==> config.mk <==
export PLATFORM = sky130hd
export DESIGN_NAME = cache_label_track
export DESIGN_NICKNAME = d
export VERILOG_FILES = /design/src/label_store.v /design/src/cache_label_track.v
export VERILOG_INCLUDE_DIRS = /design/src
export SDC_FILE = /design/constraint.sdc
export NUM_CORES = 2
export LEC_CHECK = 0
export BUFFER_PORTS_ARGS = -buffer_cell sky130_fd_sc_hd__buf_4
export CORE_ASPECT_RATIO = 1.75
export CORE_MARGIN = 2
export CORE_UTILIZATION = 58
export DETAILED_ROUTE_END_ITERATION = 12
export GPL_ROUTABILITY_DRIVEN = 0
export PLACE_DENSITY_LB_ADDON = 0.2
export SYNTH_ARGS = -nofsm -noshare
export SYNTH_HDL_FRONTEND = slang
export SYNTH_SLANG_ARGS = --single-unit
==> constraint.sdc <==
create_clock -name clock -period 4.9 [get_ports clock]
set_clock_uncertainty 0.05 [all_clocks]
set_input_delay 0.245 -clock clock [delete_from_list [all_inputs] [get_ports clock]]
set_output_delay 0.245 -clock clock [all_outputs]
set_load 0.02 [all_outputs]
==> src/cpl_map.vh <==
// Purpose: constants for the cache partition label tracking block
// Assumes: included by bare name from the design files
// Notes: event and downstream encodings, default geometry and options
//
// What this block does
// requesters without native labels get labels from some system mechanism.
// such requesters may tie identifier and group to defaults.
// the interconnect carries every label field through to the target.
// one settings table per control, indexed by identifier and security flag.
// the indexed setting goes to the regulator that governs allocation.
// per-partition usage is measured and compared with the setting.
// labelling runs beside the normal request path, never altering it.
// way partitioning needs no measurement, only a permitted way mask.
// an allocating request's full label is kept with the line.
// a miss fill downstream carries the incoming request's label.
// request label selects settings and drives usage accounting.
// upstream events filter on request label, internal ones on stored label.
// an eviction to another cache carries the line's stored label.
// last-level eviction to memory may use request or stored label.
// a write hit with a different label may relabel the line.
// relabelling alone never moves the line.
// relocation only when identifier changed and portion not permitted.
// a portion may be one entry or a group of entries.
// portion and maximum-capacity limits may apply together.
// the storage monitor reports lines held by the monitored partition.
// every request carries identifier, monitor group and security flag.
// a buffered request keeps its label until serviced or forwarded.
// one address may live under several identifiers; labels are per line.
// invalidated lines leave the usage count in the same cycle.
// each optional behaviour is a static parameter.
`ifndef CPL_MAP_VH
`define CPL_MAP_VH

// event kinds from the cache pipeline
`define EVT_LOOKUP 3'h0
`define EVT_ALLOC 3'h1
`define EVT_WRHIT 3'h2
`define EVT_EVICT 3'h3
`define EVT_CLEAN 3'h4
`define EVT_INVAL 3'h5

// downstream request kinds
`define DN_FILL 2'h0
`define DN_EVICT 2'h1
`define DN_CLEAN 2'h2

// default geometry and option values
`define DEF_SET_W 4
`define DEF_WAY_W 2
`define DEF_PID_W 4
`define DEF_GRP_W 1
`define DEF_RELABEL 1
`define DEF_RELOCATE 1
`define DEF_LAST_LEVEL 0
`define DEF_LL_REQ_LABEL 0

`endif

==> src/label_store.v <==
// Purpose: per-line label storage with registered read data
// Assumes: one write and one read port on the same clock
// Notes: read of a line written in the same cycle returns the old value
`timescale 1ns/1ps
`default_nettype none

module label_store #(
	parameter AW = 6,
	parameter DW = 6
) (
	// clock
	input wire clock,
	// write port
	input wire we,
	input wire [AW-1:0] waddr,
	input wire [DW-1:0] wdata,
	// read port
	input wire [AW-1:0] raddr,
	output reg [DW-1:0] rdata
);
	reg [DW-1:0] mem [0:(1<<AW)-1];

	// contents need no reset: valid bits live outside
	always @(posedge clock) begin
		if (we) begin
			mem[waddr] <= wdata;
		end
		rdata <= mem[raddr];
	end
endmodule // label_store

`default_nettype wire

==> src/cache_label_track.v <==
// Purpose: partition label tracking beside a cache pipeline
// Assumes: one event per cycle; labels arrive complete with each event
// Notes: two-stage: capture and label read, then act on stored label
`timescale 1ns/1ps
`include "cpl_map.vh"
`default_nettype none

module cache_label_track #(
	parameter SET_W = `DEF_SET_W,
	parameter WAY_W = `DEF_WAY_W,
	parameter PID_W = `DEF_PID_W,
	parameter GRP_W = `DEF_GRP_W,
	parameter RELABEL_ON_WRITE = `DEF_RELABEL,
	parameter RELOCATE_ON_WRITE = `DEF_RELOCATE,
	parameter IS_LAST_LEVEL = `DEF_LAST_LEVEL,
	parameter LL_EVICT_REQ_LABEL = `DEF_LL_REQ_LABEL
) (
	// clock and reset
	input wire clock,
	input wire rst,
	// events from the cache pipeline, with request label
	input wire evt_valid,
	input wire [2:0] evt_kind,
	input wire [SET_W+WAY_W-1:0] evt_line,
	input wire [PID_W-1:0] evt_partition_id,
	input wire [GRP_W-1:0] evt_monitor_group,
	input wire evt_security_space_flag,
	// settings table write
	input wire cfg_we,
	input wire [PID_W:0] cfg_index,
	input wire [(1<<WAY_W)-1:0] cfg_portion_bitmap,
	input wire [SET_W+WAY_W:0] cfg_max_lines,
	// monitor selection
	input wire [PID_W-1:0] mon_partition_id,
	input wire mon_security_space_flag,
	input wire [GRP_W-1:0] mon_monitor_group,
	input wire mon_group_match,
	// regulator answer
	output reg alloc_valid_q,
	output reg [(1<<WAY_W)-1:0] alloc_way_mask_q,
	output reg over_capacity_q,
	// downstream request label
	output reg down_valid_q,
	output reg [1:0] down_kind_q,
	output reg [SET_W+WAY_W-1:0] down_line_q,
	output reg [PID_W-1:0] down_partition_id_q,
	output reg [GRP_W-1:0] down_monitor_group_q,
	output reg down_security_space_flag_q,
	// relocation request
	output reg relocate_q,
	output reg [SET_W+WAY_W-1:0] relocate_line_q,
	// monitoring
	output reg [SET_W+WAY_W:0] mon_storage_q,
	output reg mon_event_q
);
	localparam LINE_W = SET_W + WAY_W;
	localparam WAYS = 1 << WAY_W;
	localparam LINES = 1 << LINE_W;
	localparam IDX_W = PID_W + 1;
	localparam NPART = 1 << IDX_W;
	localparam CNT_W = LINE_W + 1;
	localparam LBL_W = PID_W + GRP_W + 1;
	localparam [CNT_W-1:0] CAP_RESET = {1'b1, {LINE_W{1'b0}}};

	// label layout {flag, group, identifier}
	function [IDX_W-1:0] label_index;
		input [LBL_W-1:0] lbl;
		begin
			label_index = {lbl[LBL_W-1], lbl[PID_W-1:0]};
		end
	endfunction

	function mon_hit;
		input [LBL_W-1:0] lbl;
		input [PID_W-1:0] pid;
		input ns;
		input [GRP_W-1:0] grp;
		input use_grp;
		begin
			mon_hit = (lbl[PID_W-1:0] == pid) && (lbl[LBL_W-1] == ns) &&
				(!use_grp || lbl[LBL_W-2:PID_W] == grp);
		end
	endfunction

	// stage one: captured event, label held unchanged
	reg s_valid_q;
	reg [2:0] s_kind_q;
	reg [LINE_W-1:0] s_line_q;
	reg [LBL_W-1:0] s_lbl_q;
	reg byp_valid_q;
	reg [LBL_W-1:0] byp_data_q;
	reg [LINES-1:0] line_valid_q;
	reg [WAYS-1:0] bitmap_q [0:NPART-1];
	reg [CNT_W-1:0] cap_q [0:NPART-1];
	wire [LBL_W-1:0] rd_label;
	wire [NPART*CNT_W-1:0] cnt_flat;
	integer i;

	// stage one decisions
	reg mem_we;
	reg [LBL_W-1:0] mem_wdata;
	reg set_valid;
	reg clr_valid;
	reg inc_en;
	reg dec_en;
	reg dn_en;
	reg [1:0] dn_kind;
	reg [LBL_W-1:0] dn_lbl;
	reg reloc;
	reg mon_evt;
	reg [LBL_W-1:0] stored;
	reg [IDX_W-1:0] idx_req;
	reg [IDX_W-1:0] idx_old;
	reg [CNT_W-1:0] used_req;
	reg line_v;
	reg over_cap;
	reg lbl_sel_req;

	label_store #(
		.AW(LINE_W),
		.DW(LBL_W)
	) u_store (
		.clock(clock),
		.we(mem_we),
		.waddr(s_line_q),
		.wdata(mem_wdata),
		.raddr(evt_line),
		.rdata(rd_label)
	);

	// event capture; label rides with the event untouched
	always @(posedge clock) begin
		if (rst) begin
			s_valid_q <= 1'b0;
			s_kind_q <= 3'h0;
			s_line_q <= {LINE_W{1'b0}};
			s_lbl_q <= {LBL_W{1'b0}};
			byp_valid_q <= 1'b0;
			byp_data_q <= {LBL_W{1'b0}};
		end else begin
			s_valid_q <= evt_valid;
			s_kind_q <= evt_kind;
			s_line_q <= evt_line;
			s_lbl_q <= {evt_security_space_flag, evt_monitor_group,
				evt_partition_id};
			// a write to the line now being read would be missed
			byp_valid_q <= mem_we && (s_line_q == evt_line);
			byp_data_q <= mem_wdata;
		end
	end

	// settings table: bitmap and capacity per identifier and flag
	always @(posedge clock) begin
		if (rst) begin
			for (i = 0; i < NPART; i = i + 1) begin
				bitmap_q[i] <= {WAYS{1'b1}};
				cap_q[i] <= CAP_RESET;
			end
		end else if (cfg_we) begin
			bitmap_q[cfg_index] <= cfg_portion_bitmap;
			cap_q[cfg_index] <= cfg_max_lines;
		end
	end

	// decide the effect of the captured event
	always @* begin
		stored = byp_valid_q ? byp_data_q : rd_label;
		idx_req = label_index(s_lbl_q);
		idx_old = label_index(stored);
		used_req = cnt_flat[idx_req*CNT_W +: CNT_W];
		line_v = line_valid_q[s_line_q];
		over_cap = used_req >= cap_q[idx_req];
		lbl_sel_req = (IS_LAST_LEVEL != 0) && (LL_EVICT_REQ_LABEL != 0);
		mem_we = 1'b0;
		mem_wdata = s_lbl_q;
		set_valid = 1'b0;
		clr_valid = 1'b0;
		inc_en = 1'b0;
		dec_en = 1'b0;
		dn_en = 1'b0;
		dn_kind = `DN_FILL;
		dn_lbl = s_lbl_q;
		reloc = 1'b0;
		mon_evt = 1'b0;
		if (s_valid_q) begin
			case (s_kind_q)
			`EVT_LOOKUP: begin
				mon_evt = mon_hit(s_lbl_q, mon_partition_id,
					mon_security_space_flag, mon_monitor_group,
					mon_group_match);
			end
			`EVT_ALLOC: begin
				mem_we = 1'b1;
				set_valid = 1'b1;
				inc_en = 1'b1;
				dec_en = line_v;
				dn_en = 1'b1;
				dn_kind = `DN_FILL;
				dn_lbl = s_lbl_q;
				mon_evt = mon_hit(s_lbl_q, mon_partition_id,
					mon_security_space_flag, mon_monitor_group,
					mon_group_match);
			end
			`EVT_WRHIT: begin
				mon_evt = mon_hit(s_lbl_q, mon_partition_id,
					mon_security_space_flag, mon_monitor_group,
					mon_group_match);
				if ((RELABEL_ON_WRITE != 0) && line_v &&
					(stored != s_lbl_q)) begin
					mem_we = 1'b1;
					inc_en = 1'b1;
					dec_en = 1'b1;
					// only a request to the cache; the line stays put here
					reloc = (RELOCATE_ON_WRITE != 0) &&
						(stored[PID_W-1:0] != s_lbl_q[PID_W-1:0]) &&
						!bitmap_q[idx_req][s_line_q[WAY_W-1:0]];
				end
			end
			`EVT_EVICT: begin
				if (line_v) begin
					clr_valid = 1'b1;
					dec_en = 1'b1;
					dn_en = 1'b1;
					dn_kind = `DN_EVICT;
					dn_lbl = lbl_sel_req ? s_lbl_q : stored;
					mon_evt = mon_hit(stored, mon_partition_id,
						mon_security_space_flag, mon_monitor_group,
						mon_group_match);
				end
			end
			`EVT_CLEAN: begin
				if (line_v) begin
					dn_en = 1'b1;
					dn_kind = `DN_CLEAN;
					dn_lbl = lbl_sel_req ? s_lbl_q : stored;
					mon_evt = mon_hit(stored, mon_partition_id,
						mon_security_space_flag, mon_monitor_group,
						mon_group_match);
				end
			end
			`EVT_INVAL: begin
				clr_valid = line_v;
				dec_en = line_v;
			end
			default: begin
				mon_evt = 1'b0;
			end
			endcase
		end
	end

	// valid bit per line, cleared with the count drop
	always @(posedge clock) begin
		if (rst) begin
			line_valid_q <= {LINES{1'b0}};
		end else if (set_valid) begin
			line_valid_q[s_line_q] <= 1'b1;
		end else if (clr_valid) begin
			line_valid_q[s_line_q] <= 1'b0;
		end
	end

	// usage counter per partition; inc and dec may hit the same one
	genvar g;
	generate
		for (g = 0; g < NPART; g = g + 1) begin : g_cnt
			reg [CNT_W-1:0] cnt_q;
			wire up = inc_en && (idx_req == g);
			wire dn = dec_en && (idx_old == g);
			always @(posedge clock) begin
				if (rst) begin
					cnt_q <= {CNT_W{1'b0}};
				end else if (up && !dn) begin
					cnt_q <= cnt_q + {{(CNT_W-1){1'b0}}, 1'b1};
				end else if (dn && !up) begin
					cnt_q <= cnt_q - {{(CNT_W-1){1'b0}}, 1'b1};
				end
			end
			assign cnt_flat[g*CNT_W +: CNT_W] = cnt_q;
		end
	endgenerate

	// regulator: permitted ways, emptied once capacity is reached
	always @(posedge clock) begin
		if (rst) begin
			alloc_valid_q <= 1'b0;
			alloc_way_mask_q <= {WAYS{1'b0}};
			over_capacity_q <= 1'b0;
		end else begin
			alloc_valid_q <= s_valid_q && (s_kind_q == `EVT_LOOKUP);
			// a way is a portion; one-way caches make entries the portion
			alloc_way_mask_q <= over_cap ? {WAYS{1'b0}} :
				bitmap_q[idx_req];
			over_capacity_q <= over_cap;
		end
	end

	// downstream label, relocation and monitor outputs
	always @(posedge clock) begin
		if (rst) begin
			down_valid_q <= 1'b0;
			down_kind_q <= `DN_FILL;
			down_line_q <= {LINE_W{1'b0}};
			down_partition_id_q <= {PID_W{1'b0}};
			down_monitor_group_q <= {GRP_W{1'b0}};
			down_security_space_flag_q <= 1'b0;
			relocate_q <= 1'b0;
			relocate_line_q <= {LINE_W{1'b0}};
			mon_storage_q <= {CNT_W{1'b0}};
			mon_event_q <= 1'b0;
		end else begin
			down_valid_q <= dn_en;
			down_kind_q <= dn_kind;
			down_line_q <= s_line_q;
			down_partition_id_q <= dn_lbl[PID_W-1:0];
			down_monitor_group_q <= dn_lbl[LBL_W-2:PID_W];
			down_security_space_flag_q <= dn_lbl[LBL_W-1];
			relocate_q <= reloc;
			relocate_line_q <= s_line_q;
			mon_storage_q <= cnt_flat[{mon_security_space_flag,
				mon_partition_id}*CNT_W +: CNT_W];
			mon_event_q <= mon_evt;
		end
	end
endmodule // cache_label_track

`default_nettype wire

# Word level (Yosys, flattened, before mapping)
# Memories as Yosys holds them, arrays and structs flattened. A register that Yosys moved wholly into a read port is not among the register bits.
# Index checks and enable logic that the tools add are counted.
# Widths: inputs -> output; s select.
[totals]
inputBits = 42
reg_bits = 341
memories = 3
output_inout_bits = 36
mem_bits_rw = 736
[op_classes]
n_shift = 2
mul = 2
n_lt_le_gt_ge = 4
reduce_logical = 249
n_eq_ne = 76
muxes = 107
bitwise_logic = 6
add_sub_neg = 64
[mem_list]
columns = ["memory", "words", "word_bits", "read_ports", "rd_ports_with_merged_regs", "write_ports", "line_no", "text"]
rows = [
  ["u_store.mem", 64, 6, 1, 1, 1, "label_store.v:21", "reg [DW-1:0] mem [0:(1<<AW)-1];"],
  ["cap_q", 32, 7, 1, 1, 32, "cache_label_track.v:94", "reg [CNT_W-1:0] cap_q [0:NPART-1];"],
  ["bitmap_q", 32, 4, 1, 1, 32, "cache_label_track.v:93", "reg [WAYS-1:0] bitmap_q [0:NPART-1];"],
]
[op_table]
columns = ["cell", "count"]
rows = [
  ["$mux 7", 65],
  ["$shiftx 224x9->7", 2],
  ["$add 7x1->7 const B", 32],
  ["$sub 7x1->7 const B", 32],
  ["$eq 5x5->1 const B", 32],
  ["$logic_and 1x1->1", 137],
  ["$mux 64", 2],
  ["$eq 5x4->1 const B", 16],
  ["$logic_not 1->1", 66],
  ["$reduce_bool 2->1", 33],
  ["$and 64x64->64", 1],
  ["$not 64->64", 1],
  ["$or 64x64->64", 1],
  ["$eq 5x3->1 const B", 8],
  ["$mux 6", 4],
  ["$mux 1", 21],
  ["$eq 5x2->1 const B", 4],
  ["$mux 5", 4],
  ["$mul 5x3->8 const B", 2],
  ["$eq 5x1->1 const B", 2],
  ["$logic_not 5->1", 2],
  ["$eq 4x4->1", 2],
  ["$pmux 1 s2", 4],
  ["$reduce_or 2->1", 4],
  ["24 further kinds", 33],
]

# Longest topological paths before layout
[logic_depth]
ltp_word = 11
mapped_depth = 21
ltp_nobuf = 17

# Cells and area by module
# From an unflattened synthesis, not the netlist that was laid out.
[unflattened]
cells_unflattened = 4327
hier_area_um2 = 55593.3
[by_module_without_submodules]
columns = ["module", "instances", "area_per_inst_um2", "seq_area_each_um2", "cells_per_inst"]
rows = [
  ["cache_label_track", 1, 40367.5, 17396.7, 3607],
  ["label_store", 1, 15225.9, 11651.2, 720],
]

# Least setup slack after synthesis
# Ideal clock, no wire load.
[synth_path]
kind = "reg2reg"
from = "register s_lbl_q[0], in the netlist mem_wdata[0]"
to = "register g_cnt[3].cnt_q[6]"
setup_time_ps = 121
stages_incl_launch_ff = 18
required_ps = 4729
synth_period_minus_slack_ps = 5136
slack_ps = -236
arrival_ps = 4966
cell_sequence = "dfxtp_1 buf_2 buf_2 buf_1 buf_2 clkbuf_1 nand3_1 nor3_1 ha_1 inv_1 ha_1 nor2b_1 o21ai_0 a21oi_1 o21a_1 or3_1 a21oi_1 mux2_2"
[synth_between]
elab_chain_len = 9
[synth_rtl]
columns = ["element", "line_no", "text"]
rows = [
  ["from (decl)", "cache_label_track.v:89", "reg [LBL_W-1:0] s_lbl_q;"],
  ["from (signal assigned)", "cache_label_track.v:137", "s_lbl_q <= {LBL_W{1'b0}};"],
  ["from (signal assigned)", "cache_label_track.v:144", "s_lbl_q <= {evt_security_space_flag, evt_monitor_group,"],
  ["$ne 6x6->1", "cache_label_track.v:209", "(stored != s_lbl_q)) begin"],
  ["$logic_and 1x1->1", "cache_label_track.v:208", "if ((RELABEL_ON_WRITE != 0) && line_v &&"],
  ["$mux 1", "cache_label_track.v:208", ""],
  ["$pmux 1 s3 / $pmux 1 s2 (equally long branches)", "cache_label_track.v:186", "case (s_kind_q)"],
  ["$mux 1", "cache_label_track.v:185", "if (s_valid_q) begin"],
  ["$logic_and 1x1->1, on equally long branches", "cache_label_track.v:269, cache_label_track.v:268", ""],
  ["$logic_not 1->1, on equally long branches", "cache_label_track.v:273, cache_label_track.v:275", ""],
  ["$logic_and 1x1->1, on equally long branches", "cache_label_track.v:273, cache_label_track.v:275", ""],
  ["$mux 7 / $reduce_bool 2->1 (equally long branches)", "--", ""],
  ["to (signal assigned)", "cache_label_track.v:272", "cnt_q <= {CNT_W{1'b0}};"],
  ["to (signal assigned)", "cache_label_track.v:274", "cnt_q <= cnt_q + {{(CNT_W-1){1'b0}}, 1'b1};"],
  ["to (signal assigned)", "cache_label_track.v:276", "cnt_q <= cnt_q - {{(CNT_W-1){1'b0}}, 1'b1};"],
  ["to (decl)", "cache_label_track.v:267", "reg [CNT_W-1:0] cnt_q;"],
]
# Parallel ways exist; a longest one is shown, timed or not.
# A chain may end at the register's enable or synchronous reset.

# Worst setup path in the final report
[layout_path]
from = "register s_line_q[0]"
to = "register g_cnt[3].cnt_q[6]"
[layout_between]
elab_chain_len = 10
[layout_rtl]
columns = ["element", "line_no", "text"]
rows = [
  ["from (decl)", "cache_label_track.v:88", "reg [LINE_W-1:0] s_line_q;"],
  ["from (signal assigned)", "cache_label_track.v:136", "s_line_q <= {LINE_W{1'b0}};"],
  ["from (signal assigned)", "cache_label_track.v:143", "s_line_q <= evt_line;"],
  ["$bmux 1 s6 (*)", "cache_label_track.v:171", "line_v = line_valid_q[s_line_q];"],
  ["$mux 1 (not written as such) (*)", "cache_label_track.v:171", ""],
  ["$logic_and 1x1->1", "cache_label_track.v:208", ""],
  ["$mux 1", "cache_label_track.v:208", ""],
  ["$pmux 1 s3 / $pmux 1 s2 (equally long branches)", "cache_label_track.v:186", ""],
  ["$mux 1", "cache_label_track.v:185", ""],
  ["$logic_and 1x1->1, on equally long branches", "cache_label_track.v:269, cache_label_track.v:268", ""],
  ["$logic_not 1->1, on equally long branches", "cache_label_track.v:273, cache_label_track.v:275", ""],
  ["$logic_and 1x1->1, on equally long branches", "cache_label_track.v:273, cache_label_track.v:275", ""],
  ["$mux 7 / $reduce_bool 2->1 (equally long branches)", "--", ""],
]
# Every way passes the cells marked *; elsewhere a longest branch is shown, timed or not. The select of a mux whose other input is x is not followed.

==> impl_metrics.py <==
metrics = {
    "yosys": {
        "syn_nets": 4573,
        "syn_area_um2": 55100,
        "synth-main-ff-cell": "edfxtp_1",
        "synth-seq-area-share": 0.527,
        "postSynth.asyncResetShare": 0,
        "synth.distinct_cells": 64,
        "synth_warnings": 0,
        "yosys_register_bits": 1083,
        "avgSynthCellArea_um2": 12.9,
        "synthCells": 4284,
        "synth_edf_count": 736,
    },
    "routing": {
        "vias": 35700,
        "drc": 0,
        "routedWlPerCell_um": 25.8,
        "drt-vias-per-instance": 6.30,
        "drt-initial-drc-count": 2908,
        "wirelength_um": 146000,
        "antenna_left": 0,
        "first_pass_iters": 5,
    },
    "layout": {
        "multi_input_area_um2": 24300,
        "ff_latch_area_um2": 29100,
        "nets": 4656,
        "syn2layout_area_growth_pct": 10.8,
        "drive_gt1_frac": 0.187,
        "design_area_um2": 61100,
        "nFillCells": 7000,
    },
    "clock_tree": {
        "root_buffer": "clkbuf_16",
        "cts-buffers-inserted": 96,
        "numClockSinks": 1083,
        "htreeDepth": 3,
        "clkSlewWorstSetupHoldPaths_ps": 70,
        "clock_path_buffers": 3,
        "clk_latency_ps": 720,
        "tritoncts": "built",
    },
    "critical_path": {
        "worstPathRequired_ps": 5460,
        "critPathMostFrequentCell": "buf_4",
        "critPathArrivalTime_ps": 5280,
        "crit_path_end_kind": "flip-flop",
        "r2r_cells": 22,
        "cp_max_fo": 12,
        "start_kind": "flip-flop",
        "r2r-end": "g_cnt[3].cnt_q[6]$_SDFFE_PP0P_",
        "cp_slowest_cell": "dfxtp_2",
        "worstPathCellList": "buf_4, or2_2, buf_4, o32ai_1, a21oi_1, o22ai_2, o41ai_2, buf_4, buf_4, nor4b_2, buf_4, nand2_1, ha_1, inv_1, ha_1, nor2b_2, o21ai_2, a21oi_2, o21a_1, or3_1, a21oi_1, mux2_2",
        "criticalPathCategory": "reg2reg",
        "reg2reg_slack_ps": 180,
        "critPathMaxStageDelay_ps": 390,
        "worst-path-buf-inv": 6,
        "cp_top_family": "simple AND/OR/NAND/NOR gates",
        "crit-reg2reg-launch": "s_line_q[0]$_SDFF_PP0_",
    },
    "sta": {
        "slew_headroom": 0.154,
        "fin_ws_ps": 180,
        "tightest_slew_ps": 1260,
        "hold_violations": 0,
        "holdWs_ps": 21.0,
        "setup_violations": 0,
        "period_needed_ps": 4720,
        "fmax_ghz": 0.212,
        "fin_crit_sh": 0.963,
        "fin_setup_tns_ps": 0,
        "maxSlewViolCount": 0,
    },
    "worst_hold_path": {
        "worstHoldStart": "evt_line[3]",
        "min_path_type": "in2reg",
        "hold_depth": 2,
        "holdPathEnd": "s_line_q[3]$_SDFF_PP0_",
    },
    "floorplan": {
        "die_x_um": 237,
        "initial_core_util": 0.585,
        "core_um2": 94300,
        "io_pins": 78,
        "die-area_um2": 97700,
        "die-height_um": 412,
        "rows": 149,
    },
    "global_routing": {
        "grt_start_max_net_pins": 171,
        "grt_first_pass_wirelength_um": 220000,
        "grt_overflow": 0,
        "grt_pass1_vias": 36400,
        "grt_use_total": 0.303,
        "antenna_found_initial": 4,
    },
    "place": {
        "placed_cell_area_um2": 57600,
        "dp.final_hpwl_um": 103000,
        "port_buffers": 77,
        "dpl_worst_slack_ps": -5.04,
    },
    "power_and_ir_drop": {
        "vdd_drop_max_mv": 0.302,
        "powerDensity_nw_per_um2": 313,
        "cellLeakagePower_nw": 22.0,
        "fin_total_pwr_mw": 19.1,
    },
    "outcome": {
        "outcome": "finished, final reports clean",
    },
    "flow_run": {
        "max-cap-violations": 0,
    },
}
[per-layer routing]
layer | track usage | share of wire
met1 | 0.307 | 0.32
met2 | 0.564 | 0.54
met3 | 0.0347 | 0.048
met4 | 0.240 | 0.090
met5 | 0 | 0.00018
[placed cells by master (no fill, tap or decap), drive strengths merged, types with 5 or more instances in the layout]
| master | netlist | routed |
|---|---|---|
| a21oi | 258 | 258 |
| edfxtp | 736 | 736 |
| bufinv | 0 | 6 |
| a21o | 60 | 60 |
| and3 | 9 | 9 |
| dfxtp | 347 | 347 |
| mux2 | 21 | 21 |
| o221ai | 5 | 5 |
| nand4b | 13 | 13 |
| and2 | 197 | 197 |
| nand2b | 5 | 5 |
| nor2b | 52 | 52 |
| clkinv | 0 | 35 |
| o22ai | 10 | 10 |
| nor2 | 431 | 431 |
| nand2 | 137 | 137 |
| nand3 | 11 | 11 |
| nand4 | 5 | 5 |
| xnor2 | 153 | 153 |
| dlygate4sd3 | 0 | 28 |
| mux2i | 109 | 109 |
| o311ai | 17 | 17 |
| mux4 | 363 | 363 |
| nand3b | 9 | 9 |
| clkbuf | 221 | 126 |
| o21ai | 101 | 101 |
| inv | 175 | 179 |
| fa | 32 | 32 |
| buf | 85 | 263 |
| ha | 215 | 215 |
| o21a | 8 | 8 |
| nor3 | 99 | 99 |
| o32ai | 50 | 50 |
| clkinvlp | 0 | 11 |
| xor2 | 42 | 42 |
| o21bai | 49 | 49 |
| or3 | 202 | 202 |
| a221oi | 6 | 6 |
[repair_timing]
action | CTS | global route
hold buffers | 28 | 0
pin swaps | 0 | 1
endpoints found under the setup margin | 1 | 34
gates resized for setup | 1 | 26
setup buffers | 0 | 0
hold endpoints to repair | 91 | 0
[sequential cells by signal (all words and copies together) (netlist names), 2 cells and up, named ones only]
name,flops
down_partition_id_q,4
cap_q,224
g_cnt.cnt_q,224
down_kind_q,2
byp_data_q,6
mon_storage_q,7
mem_wdata,6
s_kind_q,3
relocate_line_q,6
s_line_q,6
alloc_way_mask_q,4
u_store.mem,384
bitmap_q,128
u_store.rdata,6
[power by group]
part	total [mW]	switching, mW	internal (mW)
clock network	7.65	3.51	4.13
logic	1.45	0.892	0.554
registers	10.0	0.0815	9.93
total	19.1	4.49	14.6
[per-stage QoR]
step	std cells	utilization
4_1_cts	5659	0.647
6_report	5660	0.648
3_5_place_dp	5449	0.611
5_1_grt	5660	0.648
2_1_floorplan	4284	-
3_3_place_gp	5449	0.611
[worst max path at each step]
stage                       startpoint  depth (start not counted)                              end
6_report        s_line_q[0]$_SDFF_PP0_                         22   g_cnt[3].cnt_q[6]$_SDFFE_PP0P_
5_1_grt         s_line_q[0]$_SDFF_PP0_                         22   g_cnt[3].cnt_q[6]$_SDFFE_PP0P_
4_1_cts         s_line_q[1]$_SDFF_PP0_                         19  g_cnt[28].cnt_q[6]$_SDFFE_PP0P_
3_5_place_dp    s_line_q[0]$_SDFF_PP0_                         19  g_cnt[28].cnt_q[6]$_SDFFE_PP0P_
3_3_place_gp    s_line_q[0]$_SDFF_PP0_                         18  g_cnt[22].cnt_q[6]$_SDFFE_PP0P_
2_1_floorplan  mem_wdata[3]$_SDFF_PP0_                         16  g_cnt[12].cnt_q[6]$_SDFFE_PP0P_
[cells by family (layout without fill, tap and decap cells)]
| family | after synthesis | in the layout | synth area share |
|---|---|---|---|
| XOR/XNOR | 195 | 195 | 0.0310 |
| AO/OA/AOI/OAI | 595 | 595 | 0.0670 |
| AND/OR/NAND/NOR | 1190 | 1190 | 0.108 |
| multiplexers | 493 | 493 | 0.172 |
| adder cells (fa/ha/maj) | 247 | 247 | 0.0604 |
| other | 0 | 1 | 0 |
| flip-flops | 1083 | 1083 | 0.527 |
| buffers and inverters | 481 | 648 | 0.0344 |
[cell usage after synthesis (99+ instances only)]
cell type | number | area (um2)
a21oi_1 | 258 | 1290
and2_1 | 197 | 1230
clkbuf_1 | 221 | 830
dfxtp_1 | 347 | 6950
edfxtp_1 | 736 | 22100
ha_1 | 215 | 2690
inv_1 | 175 | 657
mux2i_1 | 108 | 1080
mux4_2 | 363 | 8180
nand2_1 | 137 | 514
nor2_1 | 431 | 1620
nor3_1 | 99 | 495
o21ai_0 | 99 | 495
or3_1 | 202 | 1260
xnor2_1 | 153 | 1340
[area by class of cell]
| cell class | instances | area share |
|---|---|---|
| well taps | 1208 | 0.0247 |
| inverters | 175 | 0.0107 |
| flip-flops and latches | 1083 | 0.476 |
| diodes | 1 | 0.0000409 |
| repair buffers | 291 | 0.0396 |
| clock inverters | 56 | 0.00880 |
| multi-input cells | 2720 | 0.398 |
| clock buffers | 126 | 0.0428 |
Note: power is estimated with default switching activity, not from simulation.
